**config.mk**
```make
export PLATFORM = sky130hd
export DESIGN_NAME = ckec_top
export DESIGN_NICKNAME = d
export VERILOG_FILES = /design/src/logic/ckec_pkg.sv /design/src/logic/ckec_axil.sv /design/src/logic/ckec_rank.sv /design/src/logic/ckec_top.sv
export SDC_FILE = /design/constraint.sdc
export NUM_CORES = 1
export LEC_CHECK = 0
export BUFFER_PORTS_ARGS = -buffer_cell sky130_fd_sc_hd__buf_2
export CAP_MARGIN = 0
export CORE_UTILIZATION = 62
export CTS_CLUSTER_DIAMETER = 120
export DETAILED_ROUTE_END_ITERATION = 8
export PLACE_DENSITY_LB_ADDON = 0.05
export SLEW_MARGIN = 30
export SYNTH_ARGS = -nofsm -noshare
export SYNTH_HDL_FRONTEND = slang
export SYNTH_SLANG_ARGS = --single-unit
```
**constraint.sdc**
```tcl
create_clock -name aclk -period 6.4 [get_ports aclk]
set_input_delay 0.64 -clock aclk [delete_from_list [all_inputs] [get_ports aclk]]
set_output_delay 0.64 -clock aclk [all_outputs]
set_load 0.02 [all_outputs]
```
**src/logic/ckec_pkg.sv**
```systemverilog
// Purpose: shared constants and types for the cke power-down / self-refresh control block
// Assumes: 32-bit axi4-lite register bus, one channel, four ranks
// Notes: field positions follow the channel clock enable control word
package ckec_pkg;
	localparam int unsigned CKEC_ADDR_W = 12;
	localparam int unsigned CKEC_RANKS = 4;
	// register byte offsets
	localparam logic [11:0] CKEC_CTRL_OFS = 12'h660;
	localparam logic [11:0] CKEC_STAT_OFS = 12'h664;
	localparam logic [11:0] CKEC_LOCK_OFS = 12'h668;
	localparam logic [11:0] CKEC_CMD_OFS = 12'h66C;
	localparam logic [31:0] CKEC_CTRL_RST = 32'h00000800;
	// control word field positions
	localparam int unsigned CKEC_SRX_BIT = 27;
	localparam int unsigned CKEC_HIW_LSB = 24;
	localparam int unsigned CKEC_RANK_LSB = 20;
	localparam int unsigned CKEC_LOW_LSB = 17;
	localparam int unsigned CKEC_PDN_BIT = 16;
	localparam int unsigned CKEC_TXP_LSB = 10;
	localparam int unsigned CKEC_SRW_LSB = 1;
	localparam int unsigned CKEC_SGL_BIT = 0;
	// writable bits of the control word; reserved bits read zero
	localparam logic [31:0] CKEC_CTRL_WMASK = 32'h0FFF3FFF;
	localparam logic [31:0] CKEC_RANK_MASK = 32'h00F00000;
	// slave responses
	localparam logic [1:0] CKEC_RESP_OKAY = 2'h0;
	localparam logic [1:0] CKEC_RESP_SLVERR = 2'h2;

	// per-rank cke sequencer states, one bit apart in listed order; each return to CKEC_ST_UP from CKEC_ST_XP or CKEC_ST_XS flips two bits
	typedef enum logic [2:0] {
		CKEC_ST_UP = 3'b000,
		CKEC_ST_PDN = 3'b001,
		CKEC_ST_XP = 3'b011,
		CKEC_ST_SR = 3'b010,
		CKEC_ST_XS = 3'b110
	} ckec_state_t;

	// settings decoded from the control word
	typedef struct packed {
		logic srx_req;
		logic [2:0] hi_width;
		logic [3:0] rank_inst;
		logic [2:0] lo_width;
		logic pdn_en;
		logic [3:0] txp;
		logic [8:0] srx_wait;
		logic single;
	} ckec_cfg_t;

	// commands from the scheduler
	typedef struct packed {
		logic pdn_enter;
		logic pdn_exit;
		logic sr_enter;
	} ckec_cmd_t;

	function automatic ckec_cfg_t ckec_unpack(input logic [31:0] w);
		ckec_cfg_t c;
		c.srx_req = w[CKEC_SRX_BIT];
		c.hi_width = w[CKEC_HIW_LSB +: 3];
		c.rank_inst = w[CKEC_RANK_LSB +: 4];
		c.lo_width = w[CKEC_LOW_LSB +: 3];
		c.pdn_en = w[CKEC_PDN_BIT];
		c.txp = w[CKEC_TXP_LSB +: 4];
		c.srx_wait = w[CKEC_SRW_LSB +: 9];
		c.single = w[CKEC_SGL_BIT];
		return c;
	endfunction
endpackage

```
**src/logic/ckec_axil.sv**
```systemverilog
// Purpose: axi4-lite slave front end, one write and one read at a time
// Assumes: 32-bit data, aligned words
// Notes: address and data of a write are taken in either order
`timescale 1ns/10ps
module ckec_axil (
	input wire logic aclk,
	input wire logic aresetn,
	input wire logic [11:0] s_axi_awaddr,
	input wire logic s_axi_awvalid,
	output logic s_axi_awready,
	input wire logic [31:0] s_axi_wdata,
	input wire logic [3:0] s_axi_wstrb,
	input wire logic s_axi_wvalid,
	output logic s_axi_wready,
	output logic [1:0] s_axi_bresp,
	output logic s_axi_bvalid,
	input wire logic s_axi_bready,
	input wire logic [11:0] s_axi_araddr,
	input wire logic s_axi_arvalid,
	output logic s_axi_arready,
	output logic [31:0] s_axi_rdata,
	output logic [1:0] s_axi_rresp,
	output logic s_axi_rvalid,
	input wire logic s_axi_rready,
	output logic wr_pulse,
	output logic [11:0] wr_addr,
	output logic [31:0] wr_data,
	output logic [3:0] wr_strb,
	input wire logic wr_err,
	output logic [11:0] rd_addr,
	output logic rd_pulse,
	input wire logic [31:0] rd_data,
	input wire logic rd_err
);
	import ckec_pkg::*;

	logic aw_q, aw_d, w_q, w_d, b_q, b_d, r_q, r_d;
	logic [1:0] bresp_q, bresp_d, rresp_q, rresp_d;
	logic [11:0] awa_q, awa_d, ara_q, ara_d;
	logic [31:0] wd_q, wd_d, rd_q, rd_d;
	logic [3:0] ws_q, ws_d;
	logic go_w, go_r;
	logic awrdy_q, awrdy_d, wrdy_q, wrdy_d, arrdy_q, arrdy_d;

	// hold each write half until both have arrived
	always_comb begin
		aw_d = aw_q;
		w_d = w_q;
		b_d = b_q;
		bresp_d = bresp_q;
		awa_d = awa_q;
		wd_d = wd_q;
		ws_d = ws_q;
		if (s_axi_awvalid && s_axi_awready) begin
			aw_d = 1'b1;
			awa_d = s_axi_awaddr;
		end
		if (s_axi_wvalid && s_axi_wready) begin
			w_d = 1'b1;
			wd_d = s_axi_wdata;
			ws_d = s_axi_wstrb;
		end
		go_w = aw_q && w_q;
		if (go_w) begin
			aw_d = 1'b0;
			w_d = 1'b0;
			b_d = 1'b1;
			bresp_d = wr_err ? CKEC_RESP_SLVERR : CKEC_RESP_OKAY;
		end
		if (b_q && s_axi_bready) begin
			b_d = 1'b0;
		end
		// readies registered so the top's outputs come straight from flops
		awrdy_d = !aw_d && !b_d;
		wrdy_d = !w_d && !b_d;
	end

	// read: latch address, look it up the next cycle, answer the cycle after
	always_comb begin
		r_d = r_q;
		rresp_d = rresp_q;
		ara_d = ara_q;
		rd_d = rd_q;
		go_r = s_axi_arvalid && s_axi_arready;
		if (go_r) begin
			ara_d = s_axi_araddr;
		end
		if (r_q && s_axi_rready) begin
			r_d = 1'b0;
		end
		if (rd_pulse) begin
			r_d = 1'b1;
			rd_d = rd_data;
			rresp_d = rd_err ? CKEC_RESP_SLVERR : CKEC_RESP_OKAY;
		end
		// refuse a new address while one is latched or answered
		arrdy_d = !r_d && !go_r;
	end

	logic rp_q;
	always_ff @(posedge aclk) begin
		if (!aresetn) begin
			aw_q <= 1'b0;
			w_q <= 1'b0;
			b_q <= 1'b0;
			r_q <= 1'b0;
			rp_q <= 1'b0;
			awrdy_q <= 1'b0;
			wrdy_q <= 1'b0;
			arrdy_q <= 1'b0;
			bresp_q <= CKEC_RESP_OKAY;
			rresp_q <= CKEC_RESP_OKAY;
			awa_q <= 12'h000;
			ara_q <= 12'h000;
			wd_q <= 32'h00000000;
			rd_q <= 32'h00000000;
			ws_q <= 4'h0;
		end else begin
			aw_q <= aw_d;
			w_q <= w_d;
			b_q <= b_d;
			r_q <= r_d;
			rp_q <= go_r;
			awrdy_q <= awrdy_d;
			wrdy_q <= wrdy_d;
			arrdy_q <= arrdy_d;
			bresp_q <= bresp_d;
			rresp_q <= rresp_d;
			awa_q <= awa_d;
			ara_q <= ara_d;
			wd_q <= wd_d;
			rd_q <= rd_d;
			ws_q <= ws_d;
		end
	end

	// ready only while nothing of that kind is pending; low in reset
	assign s_axi_awready = awrdy_q;
	assign s_axi_wready = wrdy_q;
	assign s_axi_arready = arrdy_q;
	assign s_axi_bvalid = b_q;
	assign s_axi_bresp = bresp_q;
	assign s_axi_rvalid = r_q;
	assign s_axi_rresp = rresp_q;
	assign s_axi_rdata = rd_q;
	assign wr_pulse = go_w;
	assign wr_addr = awa_q;
	assign wr_data = wd_q;
	assign wr_strb = ws_q;
	assign rd_addr = ara_q;
	assign rd_pulse = rp_q;
endmodule

```
**src/logic/ckec_rank.sv**
```systemverilog
// Purpose: cke sequencer for one rank
// Assumes: settings stable while a transition is in progress
// Notes: counts separate down-counters for the width and for the exit waits
`timescale 1ns/10ps
module ckec_rank (
	input wire logic aclk,
	input wire logic aresetn,
	input wire logic installed,
	input wire ckec_pkg::ckec_cfg_t cfg,
	input wire ckec_pkg::ckec_cmd_t cmd,
	input wire logic srx_go,
	output logic cke,
	output logic cmd_ok,
	output logic read_ok,
	output logic in_sr
);
	import ckec_pkg::*;

	ckec_state_t st_q, st_d;
	logic [8:0] wid_q, wid_d;
	logic [8:0] wait_q, wait_d;

	// next state; width counter guards every cke edge
	always_comb begin
		st_d = st_q;
		wid_d = (wid_q != 9'h000) ? wid_q - 9'h001 : wid_q;
		wait_d = (wait_q != 9'h000) ? wait_q - 9'h001 : wait_q;
		case (st_q)
			CKEC_ST_UP: begin
				if (installed && wid_q == 9'h000) begin
					if (cmd.pdn_enter && cfg.pdn_en) begin
						st_d = CKEC_ST_PDN;
						wid_d = {6'h00, cfg.lo_width};
					end else if (cmd.sr_enter) begin
						st_d = CKEC_ST_SR;
						wid_d = {6'h00, cfg.lo_width};
					end
				end
			end
			CKEC_ST_PDN: begin
				if (wid_q == 9'h000 && (cmd.pdn_exit || !cfg.pdn_en)) begin
					st_d = CKEC_ST_XP;
					wid_d = {6'h00, cfg.hi_width};
					wait_d = {5'h00, cfg.txp};
				end
			end
			CKEC_ST_XP: begin
				if (wait_q <= 9'h001) begin
					st_d = CKEC_ST_UP;
				end
			end
			CKEC_ST_SR: begin
				if (wid_q == 9'h000 && srx_go) begin
					st_d = CKEC_ST_XS;
					wid_d = {6'h00, cfg.hi_width};
					wait_d = cfg.srx_wait;
				end
			end
			CKEC_ST_XS: begin
				if (wait_q <= 9'h001) begin
					st_d = CKEC_ST_UP;
				end
			end
			default: begin
				st_d = CKEC_ST_UP;
			end
		endcase
		if (!installed) begin
			st_d = CKEC_ST_UP;
		end
	end

	// registers; the outputs below are decoded from them
	always_ff @(posedge aclk) begin
		if (!aresetn) begin
			st_q <= CKEC_ST_UP;
			wid_q <= 9'h000;
			wait_q <= 9'h000;
		end else begin
			st_q <= st_d;
			wid_q <= wid_d;
			wait_q <= wait_d;
		end
	end

	assign cke = installed && (st_q != CKEC_ST_PDN) && (st_q != CKEC_ST_SR);
	assign cmd_ok = installed && (st_q == CKEC_ST_UP);
	assign read_ok = installed && (st_q == CKEC_ST_UP || st_q == CKEC_ST_XP);
	assign in_sr = (st_q == CKEC_ST_SR);
endmodule

```
**src/logic/ckec_top.sv**
```systemverilog
// Purpose: cke power-down and self-refresh control for one memory channel
// Assumes: scheduler presents power-down and self-refresh requests; aclk is the command clock
// Notes: four ranks, each with its own cke sequencer; registers over axi4-lite
// Contract
// - setting the self-refresh exit request starts the exit sequence out of self-refresh.
// - after cke rises it stays high for at least the high-phase width in clocks.
// - after cke falls it stays low for at least the low-phase width in clocks.
// - each of four rank flags reads one when the rank is installed and zero when absent.
// - once the stolen-memory lock is set, writes leave the rank flags unchanged.
// - cke toggles for power-down only while the power-down toggle enable is set.
// - after a power-down exit no non-read command goes out before the programmed spacing.
// - after self-refresh exit, restricted commands wait the nine-bit exit count.
// - the single-module flag tells the controller only one module is fitted.
//
// Implementation choice: the AXI4-Lite slave port.
`timescale 1ns/10ps
module ckec_top (
	input wire logic aclk,
	input wire logic aresetn,
	input wire logic [11:0] s_axi_awaddr,
	input wire logic s_axi_awvalid,
	output logic s_axi_awready,
	input wire logic [31:0] s_axi_wdata,
	input wire logic [3:0] s_axi_wstrb,
	input wire logic s_axi_wvalid,
	output logic s_axi_wready,
	output logic [1:0] s_axi_bresp,
	output logic s_axi_bvalid,
	input wire logic s_axi_bready,
	input wire logic [11:0] s_axi_araddr,
	input wire logic s_axi_arvalid,
	output logic s_axi_arready,
	output logic [31:0] s_axi_rdata,
	output logic [1:0] s_axi_rresp,
	output logic s_axi_rvalid,
	input wire logic s_axi_rready,
	input wire logic stolen_mem_lock,
	input wire logic [3:0] pdn_enter,
	input wire logic [3:0] pdn_exit,
	input wire logic [3:0] sr_enter,
	output logic [3:0] cke,
	output logic [3:0] cmd_allowed,
	output logic [3:0] read_allowed,
	output logic single_module
);
	import ckec_pkg::*;

	logic [31:0] ctrl_q, ctrl_d;
	logic lock_q, lock_d;
	logic [3:0] cke_q, cmd_q, rd_q;
	logic sgl_q;
	logic [3:0] cke_w, cmd_w, rdok_w, insr_w;
	logic wr_pulse, rd_pulse, wr_err, rd_err;
	logic [11:0] wr_addr, rd_addr;
	logic [31:0] wr_data, rd_data;
	logic [3:0] wr_strb;
	ckec_cfg_t cfg;
	logic srx_go;

	// ---------------------------------------------
	// register bus
	// ---------------------------------------------
	ckec_axil u_bus (
		.aclk(aclk),
		.aresetn(aresetn),
		.s_axi_awaddr(s_axi_awaddr),
		.s_axi_awvalid(s_axi_awvalid),
		.s_axi_awready(s_axi_awready),
		.s_axi_wdata(s_axi_wdata),
		.s_axi_wstrb(s_axi_wstrb),
		.s_axi_wvalid(s_axi_wvalid),
		.s_axi_wready(s_axi_wready),
		.s_axi_bresp(s_axi_bresp),
		.s_axi_bvalid(s_axi_bvalid),
		.s_axi_bready(s_axi_bready),
		.s_axi_araddr(s_axi_araddr),
		.s_axi_arvalid(s_axi_arvalid),
		.s_axi_arready(s_axi_arready),
		.s_axi_rdata(s_axi_rdata),
		.s_axi_rresp(s_axi_rresp),
		.s_axi_rvalid(s_axi_rvalid),
		.s_axi_rready(s_axi_rready),
		.wr_pulse(wr_pulse),
		.wr_addr(wr_addr),
		.wr_data(wr_data),
		.wr_strb(wr_strb),
		.wr_err(wr_err),
		.rd_addr(rd_addr),
		.rd_pulse(rd_pulse),
		.rd_data(rd_data),
		.rd_err(rd_err)
	);

	// byte-lane merge of a write into a word
	function automatic logic [31:0] ckec_merge(input logic [31:0] old, input logic [31:0] nw,
		input logic [3:0] strb);
		logic [31:0] r;
		r = old;
		for (int i = 0; i < 4; i++) begin
			if (strb[i]) begin
				r[i*8 +: 8] = nw[i*8 +: 8];
			end
		end
		return r;
	endfunction

	assign wr_err = !(wr_addr == CKEC_CTRL_OFS || wr_addr == CKEC_LOCK_OFS ||
		wr_addr == CKEC_STAT_OFS);
	assign rd_err = !(rd_addr == CKEC_CTRL_OFS || rd_addr == CKEC_LOCK_OFS ||
		rd_addr == CKEC_STAT_OFS);

	// ---------------------------------------------
	// control word and lock
	// ---------------------------------------------
	// the exit request self-clears once every sequencer in self-refresh has seen it
	always_comb begin
		logic [31:0] m;
		m = ckec_merge(ctrl_q, wr_data, wr_strb) & CKEC_CTRL_WMASK;
		ctrl_d = ctrl_q;
		lock_d = lock_q | stolen_mem_lock;
		if (srx_go && insr_w == 4'h0) begin
			ctrl_d[CKEC_SRX_BIT] = 1'b0;
		end
		if (wr_pulse && wr_addr == CKEC_CTRL_OFS) begin
			// locked rank flags keep their value
			if (lock_q) begin
				m = (m & ~CKEC_RANK_MASK) | (ctrl_q & CKEC_RANK_MASK);
			end
			// software set wins over the self-clear
			ctrl_d = m;
		end
		if (wr_pulse && wr_addr == CKEC_LOCK_OFS && wr_strb[0] && wr_data[0]) begin
			lock_d = 1'b1;
		end
	end

	always_ff @(posedge aclk) begin
		if (!aresetn) begin
			ctrl_q <= CKEC_CTRL_RST;
			lock_q <= 1'b0;
		end else begin
			ctrl_q <= ctrl_d;
			lock_q <= lock_d;
		end
	end

	// read mux: control, status (cke, in self-refresh, read allowed), lock
	always_comb begin
		rd_data = 32'h00000000;
		case (rd_addr)
			CKEC_CTRL_OFS: rd_data = ctrl_q;
			CKEC_STAT_OFS: rd_data = {20'h00000, rd_q, insr_w, cke_q};
			CKEC_LOCK_OFS: rd_data = {31'h00000000, lock_q};
			default: rd_data = 32'h00000000;
		endcase
	end

	// ---------------------------------------------
	// per-rank cke sequencers
	// ---------------------------------------------
	assign cfg = ckec_unpack(ctrl_q);
	assign srx_go = cfg.srx_req;

	for (genvar g = 0; g < CKEC_RANKS; g++) begin : g_rank
		ckec_cmd_t c;
		assign c = '{pdn_enter: pdn_enter[g], pdn_exit: pdn_exit[g], sr_enter: sr_enter[g]};
		ckec_rank u_rank (
			.aclk(aclk),
			.aresetn(aresetn),
			.installed(cfg.rank_inst[g]),
			.cfg(cfg),
			.cmd(c),
			.srx_go(srx_go),
			.cke(cke_w[g]),
			.cmd_ok(cmd_w[g]),
			.read_ok(rdok_w[g]),
			.in_sr(insr_w[g])
		);
	end

	// ---------------------------------------------
	// registered outputs
	// ---------------------------------------------
	// single-module flag to the scheduler
	always_ff @(posedge aclk) begin
		if (!aresetn) begin
			cke_q <= 4'h0;
			cmd_q <= 4'h0;
			rd_q <= 4'h0;
			sgl_q <= 1'b0;
		end else begin
			cke_q <= cke_w;
			cmd_q <= cmd_w;
			rd_q <= rdok_w;
			sgl_q <= cfg.single;
		end
	end

	assign cke = cke_q;
	assign cmd_allowed = cmd_q;
	assign read_allowed = rd_q;
	assign single_module = sgl_q;
endmodule

```
==> summary.md, run 1 <==
| Metric | Value |
|---|---|
| Htree depth | 1 |
| Post-route cell area | 11370 um2 |
| Setup Fix Bufs, Post-CTS | 0 |
| DP HPWL | 17.38 mm |
| Crit Path Category | flop to flop |
| Final Core Density | 0.7369 |
| Worst Path Max Fanout | 11 |
| CP Launch Type | flop |
| Row count | 45 |
| Number of synthesized flops with an enable pin | 0 |
| Synth Cell Area | 9933 um2 |
| GRT Overall Usage | 0.3139 |
| Cell taking the most area after synthesis | dfxtp_1 |
| Hold Vio Cnt, Final | 0 |
| CTS Sinks | 214 |
| Die X | 128.6 um |
| Layout Skew | 0.008398 ns |
| #FFs+latches synth | 214 |
| Prevailing post-synth register cell | dfxtp_1 |
| CTS tree | yes |
| Slew Limit Fails | 0 |
| Top cell type's share of synthesized area | 0.4313 |
| Placed cell area | 10550 um2 |
| Wire per inst | 17.06 um |
| Setup Viol. Count Final | 0 |
| Core area | 15430 um2 |
| Clock Tree Root | clkbuf_16 |
| Clock Path Buffers | 3 |
| Final wirelength | 25.84 mm |
| Clock Latency Late Sink | 0.52 ns |
| Min Hold Slack | 0.3558 ns |
| Power per cell area | 388.4 nW/um2 |
| Routability cong. | 0.9421 |
| Clk slew on worst S/H paths | 0.06 ns |
| Net total in the final layout | 1379 |
| Leakage | 4.448 nW |
| Die Height | 128.6 um |
| Worst Hold Class | primary input to flop |
| Status | completed |
| Crit. End Element | flop |
| Layout area overhead | 14.45% |
| Synth cell count leaders | dfxtp_1, nand2_1, a21oi_1 |
| Asr flop ratio synth | 0 |
| IO Pins | 134 |
| CTS Buf Count | 23 |
| Count leader, synth | dfxtp_1 |
| Place WS | 3.714 ns |
| Vias | 9047 |
| Setup tns final | 0 ns |
| Largest net degree at the start of global routing | 117 |
| # DRC | 0 |
| Mapped Cells | 1204 |
| Buffers on Ports | 119 |
| Max Cap Violations | 0 |
| Starting DRT DRC Count | 817 |
| N_diodes | 0 |
| Vias per cell | 5.972 |
| Initial antenna violation count | 0 |
| Critical Path AT | 3.22 ns |
| Post-cts sizing count | 0 |
| Global-route wire length before repair | 41.21 mm |
| Grt total ovfl | 0 |
| Relative slew slack | 0.3761 |
| Die Footprint | 16530 um2 |
| Fmax | 360.3 MHz |
| Initial Util | 0.6439 |
| Cts hold-fix bufs | 0 |
| Post-route ant nets | 0 |
| Distinct cell type count after synthesis | 83 |
| Avg Cell Area, Syn | 8.250 um2 |
| Slew @ Worst Pin | 0.9273 ns |
| Multi-input gate area | 5240 um2 |
| Pre-antenna DRT Iters | 6 |
| Number of global-route vias before repair | 8087 |
| IR drop worst, VDD | 249.8 uV |
| Minimum clock period | 2.776 ns |
| CP required | 6.85 ns |
| Period utilization | 0.4337 |
| Final worst slack | 3.624 ns |
| Register Area | 4284 um2 |
| Sequential area share after synthesis | 0.4313 |
| Proportion of layout cells with a drive suffix above 1 | 0.1564 |
| Yosys warns | 0 |
| Filler Cells Inserted | 1261 |
| RSZ-0062 raised after global routing | false |
| Synth area leaders | dfxtp_1, nand2_1, a21oi_1 |
final cells by class:
type / instances / share of cell area
flip-flops and latches: 214 / 0.3768
multi-input cells: 889 / 0.4609
inverters: 33 / 0.01112
clock inverters: 10 / 0.01255
repair buffers: 126 / 0.05734
clock buffers: 32 / 0.05800
well taps: 211 / 0.02322
critical path, cell delays in order (launching register included):
cell and delay (ns):
dfxtp_1 0.34, inv_1 0.06, ha_1 0.22, or3b_1 0.42, or3_1 0.52, nor2_1 0.71
a22oi_1 0.23, a21oi_1 0.19
cells in the final DEF (no fill, tap or decap), types with 10 or more instances in the layout:
cell type  Yosys  routed
nor4_1        12      12
o21ai_0       39      39
dfxtp_1      214     214
a21oi_1      127     127
clkbuf_16      0      23
xnor2_1       21      21
nor3_1        29      28
or3_1         18      18
mux2i_1       10      10
o22ai_1       12      12
nor3b_1       15      15
a22oi_1       38      38
nand2b_1      19      19
buf_2          7     119
nor2_1        85      85
and2_1        11      10
nand2_1      198     197
nand3_1       53      53
or4_1         10      10
inv_1         32      32
ha_1          12      12
xor2_1        24      24
layer usage:
layer	vias to the layer above	part of all wire	GRT usage
met4	0	0.031	0.1176
met5	-	0	0
li1	4424	-	-
met1	4190	0.43	0.4300
met2	375	0.46	0.5017
met3	58	0.079	0.04782
metrics by stage:
step	total power, mW	std cells
2_1_floorplan	2.807	1211
3_3_place_gp	2.985	1473
3_5_place_dp	3.029	1473
4_1_cts	4.414	1515
5_1_grt	4.680	1515
6_report	4.416	1515
power by group:
group | internal [mW] | switching, mW
logic | 0.620 | 0.729
registers | 1.51 | 0.170
clock network | 0.845 | 0.539
kinds of logic (layout without fill, tap and decap cells):
kind of cell	after synthesis	count (layout)	synth area share
xor+xnor	45	45	0.03968
simple gates	516	516	0.2641
compound gates	297	297	0.1926
mux	11	11	0.01121
buf+inv	108	201	0.04560
flops	214	214	0.4313
fa+ha+maj	12	12	0.01511
other cells	1	8	0.0003775
worst paths after layout:
check / start / to / slack [ns] / cells past startpoint
worst max-delay path: g_rank[0].u_rank.wid_q[0]$_SDFF_PN0_ / g_rank[0].u_rank.wait_q[3]$_SDFF_PN0_ / 3.62 / 7
worst min-delay path: s_axi_awaddr[0] / u_bus.wr_addr[0]$_SDFFE_PN0P_ / 0.36 / 3
worst max register to register: g_rank[0].u_rank.wid_q[0]$_SDFF_PN0_ / g_rank[0].u_rank.wait_q[3]$_SDFF_PN0_ / 3.62 / 7
worst min register to register: u_bus.s_axi_rdata[10]$_SDFFE_PN0P_ / u_bus.s_axi_rdata[10]$_SDFFE_PN0P_ / 0.45 / 2
Note: power is estimated with default switching activity, not from simulation.
==> inputs of run 2 (changes only) <==
Settings changed: CORE_UTILIZATION 62 to 52.
Clock period 6.4 ns to 2.5 ns, I/O delays scaled along.
==> summary.md, run 2 (synthesized netlist as in run 1, its figures left out) <==
| Metric | Value |
|---|---|
| Initial antenna violation count | 0 |
| Pre-antenna DRT Iters | 5 |
| RSZ-0062 raised after global routing | false |
| IR drop worst, VDD | 586.8 uV |
| Initial Util | 0.5310 |
| CP Launch Type | flop |
| Minimum clock period | 2.362 ns |
| Met2 Wirelength | 12.39 mm |
| # DRC | 0 |
| Routability cong. | 0.9429 |
| Buffers on Ports | 119 |
| Global-route wire length before repair | 43.50 mm |
| Multi-input gate area | 5229 um2 |
| Status | completed |
| Worst Hold Class | primary input to flop |
| CTS tree | yes |
| Die Height | 140.2 um |
| CTS Sinks | 214 |
| Setup Fix Bufs, Post-CTS | 0 |
| Max Cap Violations | 0 |
| Hold Path Stages | 3 |
| IO Pins | 134 |
| Filler Cells Inserted | 1619 |
| Clock Latency Late Sink | 0.53 ns |
| Post-route ant nets | 0 |
| Power per cell area | 951.4 nW/um2 |
| GRT Overall Usage | 0.2752 |
| Slew @ Worst Pin | 0.5848 ns |
| Net total in the final layout | 1464 |
| Register Area | 4284 um2 |
| Leakage | 4.873 nW |
| Routed metal-1 wire length | 12.66 mm |
| Layout Skew | 0.01993 ns |
| Crit. End Element | flop |
| Setup Viol. Count Final | 0 |
| Post-cts sizing count | 0 |
| Relative slew slack | 0.6060 |
| Hold Vio Cnt, Final | 0 |
| CP required | 2.91 ns |
| Core area | 18710 um2 |
| Die X | 140.2 um |
| Met3 WL | 1.534 mm |
| Vias | 9183 |
| Slew Limit Fails | 0 |
| PnR Total Power | 11.67 mW |
| Clock Tree Root | clkbuf_16 |
| Clk slew on worst S/H paths | 0.06 ns |
| Fmax | 423.4 MHz |
| Period utilization | 0.9446 |
| Die Footprint | 19660 um2 |
| Proportion of layout cells with a drive suffix above 1 | 0.1683 |
| Layout area overhead | 23.43% |
| N_diodes | 0 |
| CTS Buf Count | 24 |
| R2R depth | 7 |
| Commonest non-fill, non-tap cell in the layout | dfxtp_1 |
| DP HPWL | 18.28 mm |
| Grt total ovfl | 0 |
| Row count | 50 |
| Htree depth | 1 |
| Most frequent cells in the layout | dfxtp_1, nand2_1, a21oi_1 |
| Starting DRT DRC Count | 781 |
| Setup tns final | 0 ns |
| Vias per cell | 5.655 |
| Crit Path Category | flop to flop |
| Critical Path AT | 2.77 ns |
| Clock Path Buffers | 3 |
| Max layer used | met4 |
| Final wirelength | 27.00 mm |
| Worst Path Max Fanout | 9 |
| Number of global-route vias before repair | 8390 |
| Largest net degree at the start of global routing | 62 |
| Wire per inst | 16.63 um |
run 2: critical path, cell delays in order, from the launching register on:
cell and delay [ns]:
dfxtp_1 0.34, inv_1 0.07, ha_1 0.21, or3b_1 0.42, or3_1 0.54, a211o_1 0.43, a22oi_1 0.20, nor2_1 0.05
run 2: area by class of cell:
cell class	instances	area share
sequential	214	0.3494
tap	234	0.02388
clock inverter	10	0.01337
clock buffer	34	0.05776
timing repair buffer	210	0.1188
inverter	33	0.01031
multi-input combinational	889	0.4265
run 2: layer usage:
metal  up-vias  track usage
met5         -            0
met4         0      0.06420
met3        35      0.03521
met2       270       0.4592
met1      4276       0.3783
li1       4602            -
run 2: path summary, 6_finish.rpt:
path / slack, ns / startpoint / end
setup / recovery: 0.14 / g_rank[0].u_rank.wid_q[0]$_SDFF_PN0_ / g_rank[0].u_rank.wait_q[4]$_SDFF_PN0_
hold / removal: 0.05 / s_axi_bready / u_bus.s_axi_wready$_SDFF_PN0_
setup reg to reg: 0.14 / g_rank[0].u_rank.wid_q[0]$_SDFF_PN0_ / g_rank[0].u_rank.wait_q[4]$_SDFF_PN0_
hold reg to reg: 0.45 / u_bus.s_axi_rdata[3]$_SDFFE_PN0P_ / u_bus.s_axi_rdata[3]$_SDFFE_PN0P_
run 2: report_power, final:
part	internal [mW]	switching (mW)	leakage, nW	total [mW]
clock network	2.39	1.41	0.429	3.80
logic	1.72	1.85	2.70	3.57
registers	3.87	0.426	1.74	4.30
run 2: stage by stage:
| stage | instances | worst slack, ns | util | hold slack, ns | area [um2] |
|---|---|---|---|---|---|
| after floorplan | 1211 | 0.3284 | - | 0.3746 | 9960 |
| after global placement | 1524 | 0.1905 | 0.5788 | 0.4328 | 10830 |
| after detailed placement | 1524 | 0.1490 | 0.5788 | 0.4395 | 10830 |
| after CTS | 1624 | 0.1437 | 0.6554 | 0.03651 | 12260 |
| after global routing | 1624 | 0.01546 | 0.6555 | 0.04503 | 12260 |
| final | 1624 | 0.1384 | 0.6555 | 0.04662 | 12260 |
run 2: timing repair:
action / 4_1_cts / 5_1_grt
hold buffers: 56 / 0
endpoints found under the setup margin: 0 / 0
endpoints found under the hold margin: 56 / 0
==> inputs of run 3 (changes only) <==
Settings changed: CELL_PAD_IN_SITES_DETAIL_PLACEMENT set to 0, CELL_PAD_IN_SITES_GLOBAL_PLACEMENT set to 1, CORE_UTILIZATION 52 to 39.
==> summary.md, run 3 (synthesized netlist as in run 1, its figures left out) <==
| Metric | Value |
|---|---|
| Min Hold Slack | 0.006204 ns |
| CTS Sinks | 214 |
| Die Height | 161.6 um |
| Routability cong. | 0.8567 |
| Status | completed |
| CP max stage cell | or4b_4 |
| Grt total ovfl | 0 |
| Die X | 161.6 um |
| Hold Vio Cnt, Final | 0 |
| Crit. End Element | flop |
| IR drop worst, VDD | 408.6 uV |
| CTS tree | yes |
| Clk slew on worst S/H paths | 0.06 ns |
| CP Cell Sequence | inv_1 > ha_1 > or4b_4 > nor4b_4 > o22ai_1 > or3_1 > a211oi_1 |
| Vias per cell | 5.262 |
| RSZ-0062 raised after global routing | false |
| CP required | 2.93 ns |
| CP Launch Type | flop |
| Row count | 58 |
| Crit path max-delay family | simple AND/OR/NAND/NOR gates |
| Largest net degree at the start of global routing | 62 |
| Setup Viol. Count Final | 0 |
| Htree depth | 1 |
| Worst Path Max Fanout | 5 |
| Core area | 25110 um2 |
| Filler Cells Inserted | 2543 |
| GRT Overall Usage | 0.2301 |
| Most frequent cells in the layout | dfxtp_1, nand2_1, a21oi_1 |
| Critical Path AT | 2.77 ns |
| Wire per inst | 17.33 um |
| Period utilization | 0.9370 |
| Place WS | 0.1796 ns |
| Setup Fix Bufs, Post-CTS | 0 |
| Die Footprint | 26110 um2 |
| Final Core Density | 0.4934 |
| Post-route ant nets | 0 |
| PnR Total Power | 11.74 mW |
| Initial antenna violation count | 0 |
| Clock Latency Late Sink | 0.52 ns |
| Power per cell area | 947.7 nW/um2 |
| Final worst slack | 0.1575 ns |
| Commonest non-fill, non-tap cell in the layout | dfxtp_1 |
| N_diodes | 0 |
| Pre-antenna DRT Iters | 5 |
| Net total in the final layout | 1470 |
| Setup tns final | 0 ns |
| DP HPWL | 20.76 mm |
| Slew Limit Fails | 0 |
| Initial Util | 0.3956 |
| Crit Path Category | flop to flop |
| Starting DRT DRC Count | 648 |
| Buffers on Ports | 119 |
| Max Cap Violations | 0 |
| Slew @ Worst Pin | 0.7063 ns |
| Worst Hold Class | primary input to flop |
| Fmax | 426.9 MHz |
| Number of global-route vias before repair | 8704 |
| Minimum clock period | 2.343 ns |
| Final wirelength | 29.92 mm |
| Clock Path Buffers | 3 |
| Relative slew slack | 0.5281 |
| Clock Tree Root | clkbuf_16 |
| Layout area overhead | 24.71% |
| Proportion of layout cells with a drive suffix above 1 | 0.1734 |
| Leakage | 4.881 nW |
| CTS Buf Count | 25 |
| Layout Skew | 0.008702 ns |
| Vias | 9083 |
| Crit path largest cell delay | 0.52 ns |
| Global-route wire length before repair | 47.64 mm |
| CP bufs+invs | 1 |
| IO Pins | 134 |
| # DRC | 0 |
[run 3: cell types whose count changed in the layout (fill, tap and decap cells not counted), sizes merged]
| cell | previous run | this run |
|---|---|---|
| clkbuf | 34 | 35 |
| bufinv | 4 | 3 |
| buf | 154 | 162 |
| dlygate4sd3 | 56 | 53 |
| clkinv | 5 | 6 |
[run 3: worst paths after layout]
| check | depth (start not counted) | slack [ns] | to | from |
|---|---|---|---|---|
| setup / recovery | 7 | 0.16 | g_rank[0].u_rank.st_q[0]$_SDFFE_PN0P_ | g_rank[0].u_rank.wid_q[0]$_SDFF_PN0_ |
| hold / removal | 3 | 0.006 | u_bus.wr_data[21]$_SDFFE_PN0P_ | s_axi_wdata[21] |
| setup reg to reg | 7 | 0.16 | g_rank[0].u_rank.st_q[0]$_SDFFE_PN0P_ | g_rank[0].u_rank.wid_q[0]$_SDFF_PN0_ |
| hold reg to reg | 2 | 0.45 | u_bus.s_axi_rdata[2]$_SDFFE_PN0P_ | u_bus.s_axi_rdata[2]$_SDFFE_PN0P_ |
[run 3: timing repair]
item	4_1_cts	5_1_grt
hold endpoints to repair	53	0
resized for setup	0	2
endpoints found under the setup margin	0	1
hold buffers	53	0
[run 3: final cells by class]
cell class | instances | area [um2] | area share
Timing Repair Buffer | 215 | 1486 | 0.1200
Clock buffer | 35 | 713.2 | 0.05757
Tap cell | 330 | 412.9 | 0.03333
Clock inverter | 10 | 127.6 | 0.01030
Multi-Input combinational cell | 889 | 5238 | 0.4228
Sequential cell | 214 | 4284 | 0.3458
Inverter | 33 | 126.4 | 0.01020
[run 3: per-stage QoR]
step / instances / instance area, um2
3_5_place_dp: 1628 / 11010
4_1_cts: 1726 / 12380
2_1_floorplan: 1211 / 9960
5_1_grt: 1726 / 12390
3_3_place_gp: 1628 / 11010
6_report: 1726 / 12390
[run 3: report_power, final]
| group | leakage (nW) | switching [mW] | internal (mW) |
|---|---|---|---|
| Combinational | 2.72 | 1.90 | 1.78 |
| Sequential | 1.74 | 0.434 | 3.87 |
| Clock | 0.416 | 1.47 | 2.29 |
[run 3: worst min-delay path, delay by kind of cell]
kind / cells / cell delay, ns
buffers and inverters: 1 / 0.12
AND/OR/NAND/NOR: 1 / 0.05
AO/OA/AOI/OAI: 1 / 0.05
[run 3: routing by layer]
| layer | part of all wire | global-route usage |
|---|---|---|
| met1 | 0.49 | 0.3192 |
| met2 | 0.45 | 0.3791 |
| met3 | 0.044 | 0.03210 |
| met4 | 0.016 | 0.04760 |
| met5 | 0 | 0 |
